$ cat src/hdl/ato_regs.svh
/*
  Register offsets, reset values and opcodes of the accumulator transfer block.
  Assumes inclusion by bare name from the hdl directory.
*/
`ifndef ATO_REGS_SVH
`define ATO_REGS_SVH

// =====================================================================
// byte offsets on the APB window
`define ATO_OFS_ACC        12'h000
`define ATO_OFS_BREG       12'h004
`define ATO_OFS_INSTR      12'h008
`define ATO_OFS_CARRY      12'h00C
`define ATO_OFS_DC1        12'h010
`define ATO_OFS_DC2        12'h014
`define ATO_OFS_DC3        12'h018
`define ATO_OFS_OUT        12'h01C
`define ATO_OFS_WIDE       12'h020
`define ATO_OFS_STATUS     12'h024

// =====================================================================
// field positions
`define ATO_ST_ILLEGAL     0
`define ATO_ST_PEND        1

// =====================================================================
// reset values
`define ATO_RST_NIBBLE     4'h0
`define ATO_RST_OUT        3'h0
`define ATO_RST_WIDE       8'h00
`define ATO_RST_OPC        10'h000

// =====================================================================
// instruction words
`define ATO_OPC_DC1        10'h2A8
`define ATO_OPC_DC2        10'h2A9
`define ATO_OPC_DC3        10'h216
`define ATO_OPC_OUT        10'h029
`define ATO_OPC_WIDE       10'h01B

// =====================================================================
// timing: every instruction completes in one cycle
`define ATO_EXEC_CYCLES    1

`endif

$ cat src/hdl/ato_pkg.sv
/*
  Types shared by the accumulator transfer block.
  Assumes nothing of its surroundings.
*/
package ato_pkg;

  // =====================================================================
  // decoded operation
  typedef enum logic [2:0] {
    ATO_OP_NONE,
    ATO_OP_DC1,
    ATO_OP_DC2,
    ATO_OP_DC3,
    ATO_OP_OUT,
    ATO_OP_WIDE,
    ATO_OP_BAD
  } ato_op_e;

  typedef logic [3:0] ato_nibble_t;

endpackage : ato_pkg

$ cat src/hdl/ato_op_if.sv
/*
  Carrier of the decoded operation from the decoder to the executing core.
  Assumes ato_pkg is compiled first.
*/
`timescale 1ns/100ps
`default_nettype none

interface ato_op_if;
  logic              exec;
  ato_pkg::ato_op_e  op;

  modport dec (output exec, output op);
  modport exe (input exec, input op);
endinterface : ato_op_if

`default_nettype wire

$ cat src/hdl/ato_core.sv
/*
  Accumulator transfer unit with an APB register window: software sets the
  accumulator and second nibble register, writes an instruction word, and
  the unit executes it one cycle later into the display control registers,
  the output register or the wide register.
  Assumes an APB3 master on pclk and a display controller that samples the
  display control values when the matching strobe is high.
*/
`timescale 1ns/100ps
`default_nettype none
`include "ato_regs.svh"

module ato_core #(
  parameter int AW = 12
) (
  input  wire logic          pclk,
  input  wire logic          presetn,
  input  wire logic          psel,
  input  wire logic          penable,
  input  wire logic          pwrite,
  input  wire logic [AW-1:0] paddr,
  input  wire logic [31:0]   pwdata,
  output var  logic [31:0]   prdata,
  output var  logic          pready,
  output var  logic          pslverr,
  output var  logic [3:0]    disp_ctrl_one,
  output var  logic [3:0]    disp_ctrl_two,
  output var  logic [3:0]    disp_ctrl_three,
  output var  logic [2:0]    disp_wr,
  output var  logic [2:0]    output_reg,
  output var  logic [7:0]    wide_reg
);

  // =====================================================================
  // apb address decode
  wire [11:0] addr = paddr[11:0];

  wire hit_acc    = (addr == `ATO_OFS_ACC);
  wire hit_breg   = (addr == `ATO_OFS_BREG);
  wire hit_instr  = (addr == `ATO_OFS_INSTR);
  wire hit_carry  = (addr == `ATO_OFS_CARRY);
  wire hit_dc1    = (addr == `ATO_OFS_DC1);
  wire hit_dc2    = (addr == `ATO_OFS_DC2);
  wire hit_dc3    = (addr == `ATO_OFS_DC3);
  wire hit_out    = (addr == `ATO_OFS_OUT);
  wire hit_wide   = (addr == `ATO_OFS_WIDE);
  wire hit_status = (addr == `ATO_OFS_STATUS);
  wire hit_any    = hit_acc | hit_breg | hit_instr | hit_carry | hit_dc1 | hit_dc2 |
                    hit_dc3 | hit_out | hit_wide | hit_status;

  // answer is prepared in setup, so every access completes in one cycle
  wire setup      = psel & ~penable;
  wire access     = psel & penable & pready;
  wire wr_ok      = access & pwrite & hit_any;

  wire wr_acc     = wr_ok & hit_acc;
  wire wr_breg    = wr_ok & hit_breg;
  wire wr_instr   = wr_ok & hit_instr;
  wire wr_carry   = wr_ok & hit_carry;
  wire wr_status  = wr_ok & hit_status;

  // =====================================================================
  // software-visible state
  ato_pkg::ato_nibble_t acc;
  ato_pkg::ato_nibble_t breg;
  logic                 carry_flag;
  logic [9:0]           instr_word;
  logic                 exec_pend;
  logic                 illegal;

  always_ff @(posedge pclk or negedge presetn) begin
    if (!presetn) begin
      acc        <= `ATO_RST_NIBBLE;
      breg       <= `ATO_RST_NIBBLE;
      carry_flag <= 1'b0;
      instr_word <= `ATO_RST_OPC;
    end else begin
      if (wr_acc) begin
        acc <= pwdata[3:0];
      end
      if (wr_breg) begin
        breg <= pwdata[3:0];
      end
      if (wr_carry) begin
        carry_flag <= pwdata[0];
      end
      if (wr_instr) begin
        instr_word <= pwdata[9:0];
      end
    end
  end

  // =====================================================================
  // instruction issue and decode
  ato_op_if u_op_if ();

  ato_decode u_decode (
    .opcode (instr_word),
    .valid  (exec_pend),
    .op_bus (u_op_if)
  );

  wire exec    = u_op_if.exec;
  wire ld_dc1  = exec & (u_op_if.op == ato_pkg::ATO_OP_DC1);
  wire ld_dc2  = exec & (u_op_if.op == ato_pkg::ATO_OP_DC2);
  wire ld_dc3  = exec & (u_op_if.op == ato_pkg::ATO_OP_DC3);
  wire ld_out  = exec & (u_op_if.op == ato_pkg::ATO_OP_OUT);
  wire ld_wide = exec & (u_op_if.op == ato_pkg::ATO_OP_WIDE);
  wire is_bad  = exec & (u_op_if.op == ato_pkg::ATO_OP_BAD);

  // set beats a simultaneous write-one-to-clear
  wire next_illegal = is_bad | (illegal & ~(wr_status & pwdata[`ATO_ST_ILLEGAL]));

  always_ff @(posedge pclk or negedge presetn) begin
    if (!presetn) begin
      exec_pend <= 1'b0;
      illegal   <= 1'b0;
    end else begin
      exec_pend <= wr_instr;
      illegal   <= next_illegal;
    end
  end

  // =====================================================================
  // instruction targets
  ato_ld_reg #(.W(4), .RST(`ATO_RST_NIBBLE)) u_dc1 (
    .pclk    (pclk),
    .presetn (presetn),
    .load    (ld_dc1),
    .d       (acc),
    .q       (disp_ctrl_one)
  );

  ato_ld_reg #(.W(4), .RST(`ATO_RST_NIBBLE)) u_dc2 (
    .pclk    (pclk),
    .presetn (presetn),
    .load    (ld_dc2),
    .d       (acc),
    .q       (disp_ctrl_two)
  );

  ato_ld_reg #(.W(4), .RST(`ATO_RST_NIBBLE)) u_dc3 (
    .pclk    (pclk),
    .presetn (presetn),
    .load    (ld_dc3),
    .d       (acc),
    .q       (disp_ctrl_three)
  );

  // only the three low accumulator bits reach the output register
  ato_ld_reg #(.W(3), .RST(`ATO_RST_OUT)) u_out (
    .pclk    (pclk),
    .presetn (presetn),
    .load    (ld_out),
    .d       (acc[2:0]),
    .q       (output_reg)
  );

  // second register high nibble, accumulator low nibble; carry untouched
  ato_ld_reg #(.W(8), .RST(`ATO_RST_WIDE)) u_wide (
    .pclk    (pclk),
    .presetn (presetn),
    .load    (ld_wide),
    .d       ({breg, acc}),
    .q       (wide_reg)
  );

  // =====================================================================
  // display controller strobes, aligned with the new register values
  wire [2:0] next_disp_wr = {ld_dc3, ld_dc2, ld_dc1};

  always_ff @(posedge pclk or negedge presetn) begin
    if (!presetn) begin
      disp_wr <= 3'h0;
    end else begin
      disp_wr <= next_disp_wr;
    end
  end

  // =====================================================================
  // read mux and apb answer
  wire [31:0] rd_mux =
    hit_acc    ? {28'h0000000, acc}                          :
    hit_breg   ? {28'h0000000, breg}                         :
    hit_instr  ? {22'h000000, instr_word}                    :
    hit_carry  ? {31'h00000000, carry_flag}                  :
    hit_dc1    ? {28'h0000000, disp_ctrl_one}                :
    hit_dc2    ? {28'h0000000, disp_ctrl_two}                :
    hit_dc3    ? {28'h0000000, disp_ctrl_three}              :
    hit_out    ? {29'h00000000, output_reg}                  :
    hit_wide   ? {24'h000000, wide_reg}                      :
    hit_status ? {30'h00000000, exec_pend, illegal}          :
                 32'h00000000;

  always_ff @(posedge pclk or negedge presetn) begin
    if (!presetn) begin
      pready  <= 1'b0;
      pslverr <= 1'b0;
      prdata  <= 32'h00000000;
    end else begin
      pready  <= setup;
      pslverr <= setup & ~hit_any;
      prdata  <= setup ? rd_mux : 32'h00000000;
    end
  end

  // =====================================================================
  // assertions
  dc1_copy_a: assert property (@(posedge pclk) disable iff (!presetn)
    ld_dc1 |=> (disp_ctrl_one == $past(acc)) && $stable(disp_ctrl_two))
    else $error("display control one not loaded from accumulator");

  dc2_copy_a: assert property (@(posedge pclk) disable iff (!presetn)
    ld_dc2 |=> (disp_ctrl_two == $past(acc)) && $stable(disp_ctrl_three))
    else $error("display control two not loaded from accumulator");

  dc3_copy_a: assert property (@(posedge pclk) disable iff (!presetn)
    ld_dc3 |=> (disp_ctrl_three == $past(acc)) && $stable(disp_ctrl_one))
    else $error("display control three not loaded from accumulator");

  out_low_bits_a: assert property (@(posedge pclk) disable iff (!presetn)
    ld_out |=> (output_reg == $past(acc[2:0])) && $stable(wide_reg))
    else $error("output register not loaded from low accumulator bits");

  disp_strobe_a: assert property (@(posedge pclk) disable iff (!presetn)
    $changed(disp_ctrl_one) |-> disp_wr[0] && $past(ld_dc1, 1))
    else $error("display control one changed without its strobe");

  wide_fill_a: assert property (@(posedge pclk) disable iff (!presetn)
    ld_wide |=> wide_reg == {$past(breg), $past(acc)})
    else $error("wide register not filled from both nibbles");

  carry_kept_a: assert property (@(posedge pclk) disable iff (!presetn)
    (ld_wide && !wr_carry) |=> $stable(carry_flag))
    else $error("carry changed by combined load");

  single_cycle_a: assert property (@(posedge pclk) disable iff (!presetn)
    wr_instr |=> exec_pend ##1 !exec_pend)
    else $error("instruction did not execute in exactly one cycle");

  apb_answer_a: assert property (@(posedge pclk) disable iff (!presetn)
    setup |=> pready ##1 !pready)
    else $error("apb answer not given in the first access cycle");

  illegal_set_a: assert property (@(posedge pclk) disable iff (!presetn)
    is_bad |=> illegal)
    else $error("unknown instruction not flagged");

  // =====================================================================
  // protocol, refusal and side-effect checks
  apb_write_land_a: assert property (@(posedge pclk) disable iff (!presetn)
    wr_acc |=> acc == $past(pwdata[3:0]))
    else $error("accumulator write did not land");

  unmapped_err_a: assert property (@(posedge pclk) disable iff (!presetn)
    (setup && !hit_any) |=> pready && pslverr)
    else $error("unmapped access not refused");

  mapped_ok_a: assert property (@(posedge pclk) disable iff (!presetn)
    (setup && hit_any) |=> pready && !pslverr)
    else $error("mapped access flagged as error");

  rdata_idle_a: assert property (@(posedge pclk) disable iff (!presetn)
    !pready |-> prdata == 32'h00000000)
    else $error("read data driven outside the access cycle");

  strobe_pulse_a: assert property (@(posedge pclk) disable iff (!presetn)
    disp_wr != 3'h0 |=> disp_wr == 3'h0)
    else $error("display strobe wider than one cycle");

  out_only_a: assert property (@(posedge pclk) disable iff (!presetn)
    ld_out |=> $stable({disp_ctrl_one, disp_ctrl_two, disp_ctrl_three}))
    else $error("output load disturbed a display control register");

  wide_only_a: assert property (@(posedge pclk) disable iff (!presetn)
    ld_wide |=> $stable(output_reg) && $stable(disp_ctrl_one))
    else $error("combined load disturbed another target");

  bad_no_load_a: assert property (@(posedge pclk) disable iff (!presetn)
    is_bad |=> $stable({disp_ctrl_one, disp_ctrl_two, disp_ctrl_three})
               && $stable({output_reg, wide_reg}))
    else $error("unknown instruction changed a target register");

  illegal_clear_a: assert property (@(posedge pclk) disable iff (!presetn)
    (wr_status && pwdata[`ATO_ST_ILLEGAL] && !is_bad) |=> !illegal)
    else $error("illegal flag not cleared by write of one");

  // =====================================================================
  // scenario coverage
  dc_load_c: cover property (@(posedge pclk) disable iff (!presetn)
    ld_dc1 ##2 ld_dc2 ##2 ld_dc3);
  out_load_c: cover property (@(posedge pclk) disable iff (!presetn) ld_out);
  wide_load_c: cover property (@(posedge pclk) disable iff (!presetn) ld_wide);
  ro_write_c: cover property (@(posedge pclk) disable iff (!presetn) wr_ok && hit_dc1);
  bad_clear_c: cover property (@(posedge pclk) disable iff (!presetn)
    illegal ##[1:20] !illegal);

endmodule : ato_core

`default_nettype wire

$ cat src/hdl/ato_decode.sv
/*
  Combinational decoder of the single-word transfer instructions.
  Assumes the opcode is held stable while valid is high.
*/
`timescale 1ns/100ps
`default_nettype none
`include "ato_regs.svh"

module ato_decode (
  input  wire logic [9:0] opcode,
  input  wire logic       valid,
  ato_op_if.dec           op_bus
);

  // =====================================================================
  // opcode match
  wire is_dc1  = (opcode == `ATO_OPC_DC1);
  wire is_dc2  = (opcode == `ATO_OPC_DC2);
  wire is_dc3  = (opcode == `ATO_OPC_DC3);
  wire is_out  = (opcode == `ATO_OPC_OUT);
  wire is_wide = (opcode == `ATO_OPC_WIDE);

  assign op_bus.exec = valid;
  assign op_bus.op   = !valid  ? ato_pkg::ATO_OP_NONE :
                       is_dc1  ? ato_pkg::ATO_OP_DC1  :
                       is_dc2  ? ato_pkg::ATO_OP_DC2  :
                       is_dc3  ? ato_pkg::ATO_OP_DC3  :
                       is_out  ? ato_pkg::ATO_OP_OUT  :
                       is_wide ? ato_pkg::ATO_OP_WIDE :
                                 ato_pkg::ATO_OP_BAD;

endmodule : ato_decode

`default_nettype wire

$ cat src/hdl/ato_ld_reg.sv
/*
  Loadable target register, one per instruction destination.
  Assumes a single clock and an asynchronous active-low reset.
*/
`timescale 1ns/100ps
`default_nettype none

module ato_ld_reg #(
  parameter int         W   = 4,
  parameter logic [W-1:0] RST = '0
) (
  input  wire logic         pclk,
  input  wire logic         presetn,
  input  wire logic         load,
  input  wire logic [W-1:0] d,
  output var  logic [W-1:0] q
);

  always_ff @(posedge pclk or negedge presetn) begin
    if (!presetn) begin
      q <= RST;
    end else if (load) begin
      q <= d;
    end
  end

endmodule : ato_ld_reg

`default_nettype wire

$ cat config.mk
export PLATFORM = sky130hd
export DESIGN_NAME = ato_core
export DESIGN_NICKNAME = d
export VERILOG_FILES = /design/src/hdl/ato_pkg.sv /design/src/hdl/ato_op_if.sv /design/src/hdl/ato_core.sv /design/src/hdl/ato_decode.sv /design/src/hdl/ato_ld_reg.sv
export VERILOG_INCLUDE_DIRS = /design/src /design/src/hdl
export SDC_FILE = /design/constraint.sdc
export NUM_CORES = 1
export LEC_CHECK = 0
export BUFFER_PORTS_ARGS = -buffer_cell sky130_fd_sc_hd__buf_2
export CORE_AREA = 2 2 92 85
export DETAILED_ROUTE_END_ITERATION = 12
export DIE_AREA = 0 0 94 87
export HOLD_SLACK_MARGIN = 0.03
export MAX_ROUTING_LAYER = met4
export PLACE_DENSITY = 0.79
export SKIP_CTS_REPAIR_TIMING = 1
export SYNTH_ARGS = -nofsm -noshare
export SYNTH_HDL_FRONTEND = slang
export SYNTH_HIERARCHICAL = 1
export SYNTH_SLANG_ARGS = --single-unit
export TNS_END_PERCENT = 5
$ cat constraint.sdc
create_clock -name pclk -period 2.4 [get_ports pclk]
set_input_delay 0.36 -clock pclk [delete_from_list [all_inputs] [get_ports pclk]]
set_output_delay 0.36 -clock pclk [all_outputs]
set_load 0.005 [all_outputs]
# Yosys cells after proc, flatten, opt, wreduce, memory -nomap -nowiden
# Cells that the tools add are included.
# W data, S select, Z words.
[op_classes]
n_eq_ne = 20
muxes = 17
bitwise = 32
reduce_logical = 1
[op_table]
columns = ["op", "n"]
rows = [
  ["$eq A12 B5 Y1 const B", 4],
  ["$mux W8", 6],
  ["$mux W10", 4],
  ["$eq A10 B10 Y1 const B", 3],
  ["$eq A12 B4 Y1 const B", 2],
  ["$eq A12 B6 Y1 const B", 2],
  ["$and A1 B1 Y1", 19],
  ["$mux W3", 5],
  ["$eq A12 B3 Y1 const B", 1],
  ["$logic_not A12 Y1", 1],
  ["$eq A10 B5 Y1 const B", 1],
  ["$eq A10 B6 Y1 const B", 1],
  ["$or A1 B1 Y1", 10],
  ["$eq A3 B3 Y1 const B", 3],
  ["$eq A3 B2 Y1 const B", 2],
  ["$mux W2", 2],
  ["$eq A3 B1 Y1 const B", 1],
  ["$not A1 Y1", 3],
]
[totals]
ff_bits = 59
output_inout_bits = 60
wordCells = 85

# Logic depth before layout (Yosys ltp)
[logic_depth]
depth_word = 16
ltp_mapped = 7

# Modules after synthesis
# Netlist, hierarchy kept.
[modules_own_cells]
columns = ["module", "instances", "cells_each", "area_each_um2"]
rows = [
  ["ato_core", 1, 191, 2052.0],
  ["ato_ld_reg at u_dc1 ...", 3, 8, 145.1],
  ["ato_ld_reg at u_wide", 1, 17, 331.6],
  ["ato_decode", 1, 23, 176.4],
  ["ato_ld_reg at u_out", 1, 6, 108.9],
]

# Worst setup path before layout
# No wires, ideal clock.
[synth_timing]
path_type = "reg2reg"
start = "register instr_word[2]"
end = "register u_dc1.q[0]"
setup_time_ps = 125
arrival_time_ps = 2114
required_time_ps = 2275
slack_ps = 161
path_stages_with_launch = 6
path_cell_list = "dfrtp_1 > and4bb_2 > o2111ai_1 > a21boi_0 > nor4bb_1 > mux2_2"
[synth_between]
elab_chain_len = 9
[synth_lines]
columns = ["item", "line", "rtl"]
rows = [
  ["start, declared", "ato_core.sv:67", "logic [9:0] instr_word;"],
  ["start signal, assigned", "ato_core.sv:76", "instr_word <= `ATO_RST_OPC;"],
  ["start signal, assigned", "ato_core.sv:88", "instr_word <= pwdata[9:0];"],
  ["$eq A10 B5 Y1 (no line)", "n/a", ""],
  ["$mux W2", "ato_decode.sv:29", "is_wide ? ato_pkg::ATO_OP_WIDE :"],
  ["$mux W3", "ato_decode.sv:28", "is_out ? ato_pkg::ATO_OP_OUT :"],
  ["$mux W3", "ato_decode.sv:27", "is_dc3 ? ato_pkg::ATO_OP_DC3 :"],
  ["$mux W3", "ato_decode.sv:26", "is_dc2 ? ato_pkg::ATO_OP_DC2 :"],
  ["$mux W3 (*)", "ato_decode.sv:25", "is_dc1 ? ato_pkg::ATO_OP_DC1 :"],
  ["$mux W3 (*)", "ato_decode.sv:24", "assign op_bus.op = !valid ? ato_pkg::ATO_OP_NONE :"],
  ["net u_op_if.op[0]", "ato_op_if.sv:10", "ato_pkg::ato_op_e op;"],
  ["$eq A3 B1 Y1 (*)", "ato_core.sv:104", "wire ld_dc1 = exec & (u_op_if.op == ato_pkg::ATO_OP_DC1);"],
  ["$and A1 B1 Y1 (*)", "ato_core.sv:104", ""],
  ["net ld_dc1", "ato_core.sv:104", ""],
  ["end signal, assigned", "ato_ld_reg.sv:21", "q <= RST;"],
  ["end signal, assigned", "ato_ld_reg.sv:23", "q <= d;"],
  ["end, declared", "ato_ld_reg.sv:16", "output var logic [W-1:0] q"],
]
# The timed path passes the listed nets; every way through them passes the cells marked *.
# A chain may end at the register's enable or synchronous reset.

# Worst setup path in the final report
[layout_timing]
start = "register instr_word[8]"
end = "register u_dc1.q[3]"
# Same word-level chain as after synthesis.

==> results by group <==
Run status
  – Status: finished, final reports clean

Finish
  – Share of layout cells above drive strength 1: 41.64%
  – Number of diodes: 0
  – Nets: around 390
  – Fill cells: 651
  – Finished Core Util: 50.14%
  – Fin area: around 0.0037 mm2
  – Area growth syn-to-layout: 18.22%

Place
  – Area after DPL: roughly 0.0035 mm2
  – Worst slack, placed: between 0.07 and 0.08 ns
  – Post-DP HPWL: 5397 um
  – IO Port Bufs: between 60 and 70
  – Final Wtd Congestion: roughly 0.88

Drt
  – Via count: between 2,000 and 2,500
  – DRT iter0 DRCs: about 230
  – Vias/cell: between 5 and 6
  – Drt first pass iters: 5
  – Post-DRT Antenna Nets: 0
  – # DRC: 0
  – Wire length per cell: between 15 and 20 um
  – Routed wire length: around 7300 um

Pwr
  – Flop pwr share: 51.6%
  – Leakage power: 1.818 nW
  – Peak supply drop: ~0.18 mV
  – Tot Pwr: 1.932 mW
  – Sw frac: a little under a quarter
  – Power Internal: about 1.5 mW
  – Psw: roughly 0.45 mW
  – Power Dens Cells: around 530 mW/mm2
  – Clock power share: a little over two fifths
  – Combinational fraction of design power: roughly 6.1%

Yosys
  – Synth Flop Type: dfrtp_1
  – Top-count cell post-synth: dfrtp_1
  – Seq/Total Area, Yosys: a little under half
  – Main combinational cell family by area after synthesis: multiplexers
  – Post-synth top cells: dfrtp_1, mux2_2, buf_4
  – FF+latch count, synth: between 50 and 60
  – Synth top area share: a little under half
  – Portion of netlist area occupied by mux cells: a little under a fifth
  – Average size of a mapped cell: around 12 um2
  – Post-synth top area cell: dfrtp_1
  – Synth unique cells: between 50 and 60
  – Mapped Cells: between 200 and 300
  – Post-synthesis adder-cell area fraction: 0%
  – Synth area leaders: dfrtp_1, mux2_2, buf_4
  – Number of synthesized flops with an enable pin: 0
  – Post-synthesis compound-gate area fraction: ~9.1%
  – Ys async rst share: 100.0%
  – YS warnings: 6
  – Simple-Gate Fraction of Synth Area: between 10% and 20%
  – Synthesized area: between 0.003 and 0.004 mm2
  – Xor-xnor portion of the synthesized cell area: 0%

STA
  – Min Tclk post-route: about 2.3 ns
  – Slew Limit Fails: 0
  – Setup TNS: 0 ns
  – Max transition margin: approximately three fifths
  – Final worst slack: between 0.1 and 0.15 ns
  – RSZ-0062 raised after global routing: no
  – Final hold violations: 0
  – Clock skew: slightly below 0.009 ns
  – Fin crit share: a little over nine tenths
  – Fmax: around 440 MHz
  – Final number of setup-violating endpoints: 0
  – Tightest Pin Transition: 0.6088 ns

Setup path
  – Setup crit end kind: register
  – Arr. time, crit path: 2.49 ns
  – Worst r2r src: instr_word[8]
  – Setup crit start kind: register
  – R2R Setup Slk: 0.12 ns
  – R2r worst-path depth: 6
  – R2r endpoint: u_dc1/q[3]
  – Crit Path Class: reg -> reg
  – Max Fanout on Critical Path: 5
  – Crit path required time: around 2.6 ns

Min path
  – Hold Startpoint: pwdata[5]
  – Hold Path Class: in -> reg
  – Hold Crit Depth: 2
  – Hold path endpoint: instr_word[5]

Floorplanning
  – FP Rows: 30
  – # IOs: approximately 110
  – Initial Utilization: approximately 42%
  – Die span in x: about 94 um
  – Die footprint: 0.008178 mm2
  – Die Span Y: between 80 and 90 um
  – Placeable core region: 0.007320 mm2

Clock network
  – H-tree Lvls: 3
  – CTS Buf Count: 9
  – Worst-skew pair later-pin latency: 0.34 ns
  – Clock transition at path regs: 0.06 ns
  – Clock root buffer: clkbuf_8
  – Clock buffer depth: 2
  – CTS tree: yes
  – Sink Count: 59

Global routing
  – GRT Total Usage: between 10% and 20%
  – Largest net degree at the start of global routing: 25
  – Initial antenna violation count: 0
  – First-pass GRT wire length: between 10,000 and 15,000 um
  – Vias in the first global route: ~2,200
  – Gr ovfl total: 0

Flow run
  – Max_cap viols: 0
-- cell type report --
cell class	instances	area (um2)	area share, %
clock inverters	2	10.01	0.2728
inverters	7	26.28	0.7160
clock buffers	13	168.9	4.603
multi-input cells	186	1470	40.06
well taps	96	120.1	3.273
flip-flops and latches	59	1476	40.23
repair buffers	74	397.9	10.84
-- cells by family after synthesis --
logic type,count (synthesis)
mux,48
simple gates,77
flops,59
compound gates,39
other cells,1
buf+inv,37
-- cell usage in the layout (no fill, tap or decap), types with 3 or more instances in the layout --
cell / Yosys / final
a21oi_1: 6 / 6
a22oi_1: 5 / 5
and3_1: 5 / 5
buf_2: 2 / 64
buf_4: 23 / 9
clkbuf_8: 0 / 12
conb_1: 1 / 22
dfrtp_1: 59 / 59
inv_1: 7 / 7
mux2_2: 36 / 36
mux2_4: 8 / 8
mux2i_1: 4 / 4
nand2_1: 8 / 8
nand2b_1: 5 / 5
nand3_1: 4 / 4
nand4_1: 5 / 5
nor2_1: 13 / 13
nor2b_1: 4 / 4
nor3b_1: 5 / 5
nor4_2: 3 / 3
o21ai_0: 7 / 7
or4_1: 4 / 4
-- state kept, by name, summed over array words and instances (netlist names), 4 cells and up --
register and count:
u_dc2/q 4, acc 4, u_dc3/q 4, u_wide/q 8, instr_word 10, prdata 10, u_dc1/q 4, breg 4
-- power groups by stage --
stage | Sequential, mW | Clock, mW | Combinational [mW]
final | 0.997 | 0.817 | 0.118
after detailed placement | 1.02 | 0 | 0.116
after global routing | 0.996 | 0.876 | 0.132
after CTS | 0.997 | 0.830 | 0.117
after global placement | 1.02 | 0 | 0.113
after floorplan | 1.02 | 0 | 0.0776
-- layer usage --
| metal | up-vias | wire length [um] | GRT usage (%) |
|---|---|---|---|
| li1 | 1083 | - | - |
| met1 | 1163 | 3117 | 24.22 |
| met2 | 114 | 3510 | 27.99 |
| met3 | 21 | 487 | 4.589 |
| met4 | 0 | 189 | 8.432 |
| met5 | - | 0 | - |
-- worst max-delay path, cell delays in order, from the launching register on --
cell	delay (ns)
dfrtp_1	0.43
nor4b_4	0.33
nand4_1	0.14
a21boi_1	0.36
nor4bb_1	0.33
buf_4	0.22
mux2_2	0.34
-- how the worst max path moves through the flow --
| stage | start | endpoint | slack, ns | depth (start not counted) |
|---|---|---|---|---|
| floorplan | instr_word[2] | u_dc1/q[0] | 0.16 | 5 |
| global placement | instr_word[8] | u_wide/q[6] | 0.17 | 6 |
| detailed placement | instr_word[8] | u_dc1/q[3] | 0.08 | 6 |
| CTS | instr_word[8] | u_dc1/q[3] | 0.04 | 6 |
| global route | instr_word[8] | u_dc1/q[3] | 0.07 | 6 |
| finish | instr_word[8] | u_dc1/q[3] | 0.12 | 6 |
-- metrics by stage --
| step | hold slack, ns | instances |
|---|---|---|
| floorplan | 0.06441 | 282 |
| detailed placement | 0.2762 | 421 |
| CTS | -0.08781 | 436 |
| global route | 0.2476 | 437 |
| global placement | 0.2660 | 421 |
| finish | 0.2507 | 437 |
Note: power is estimated with default switching activity, not from simulation.
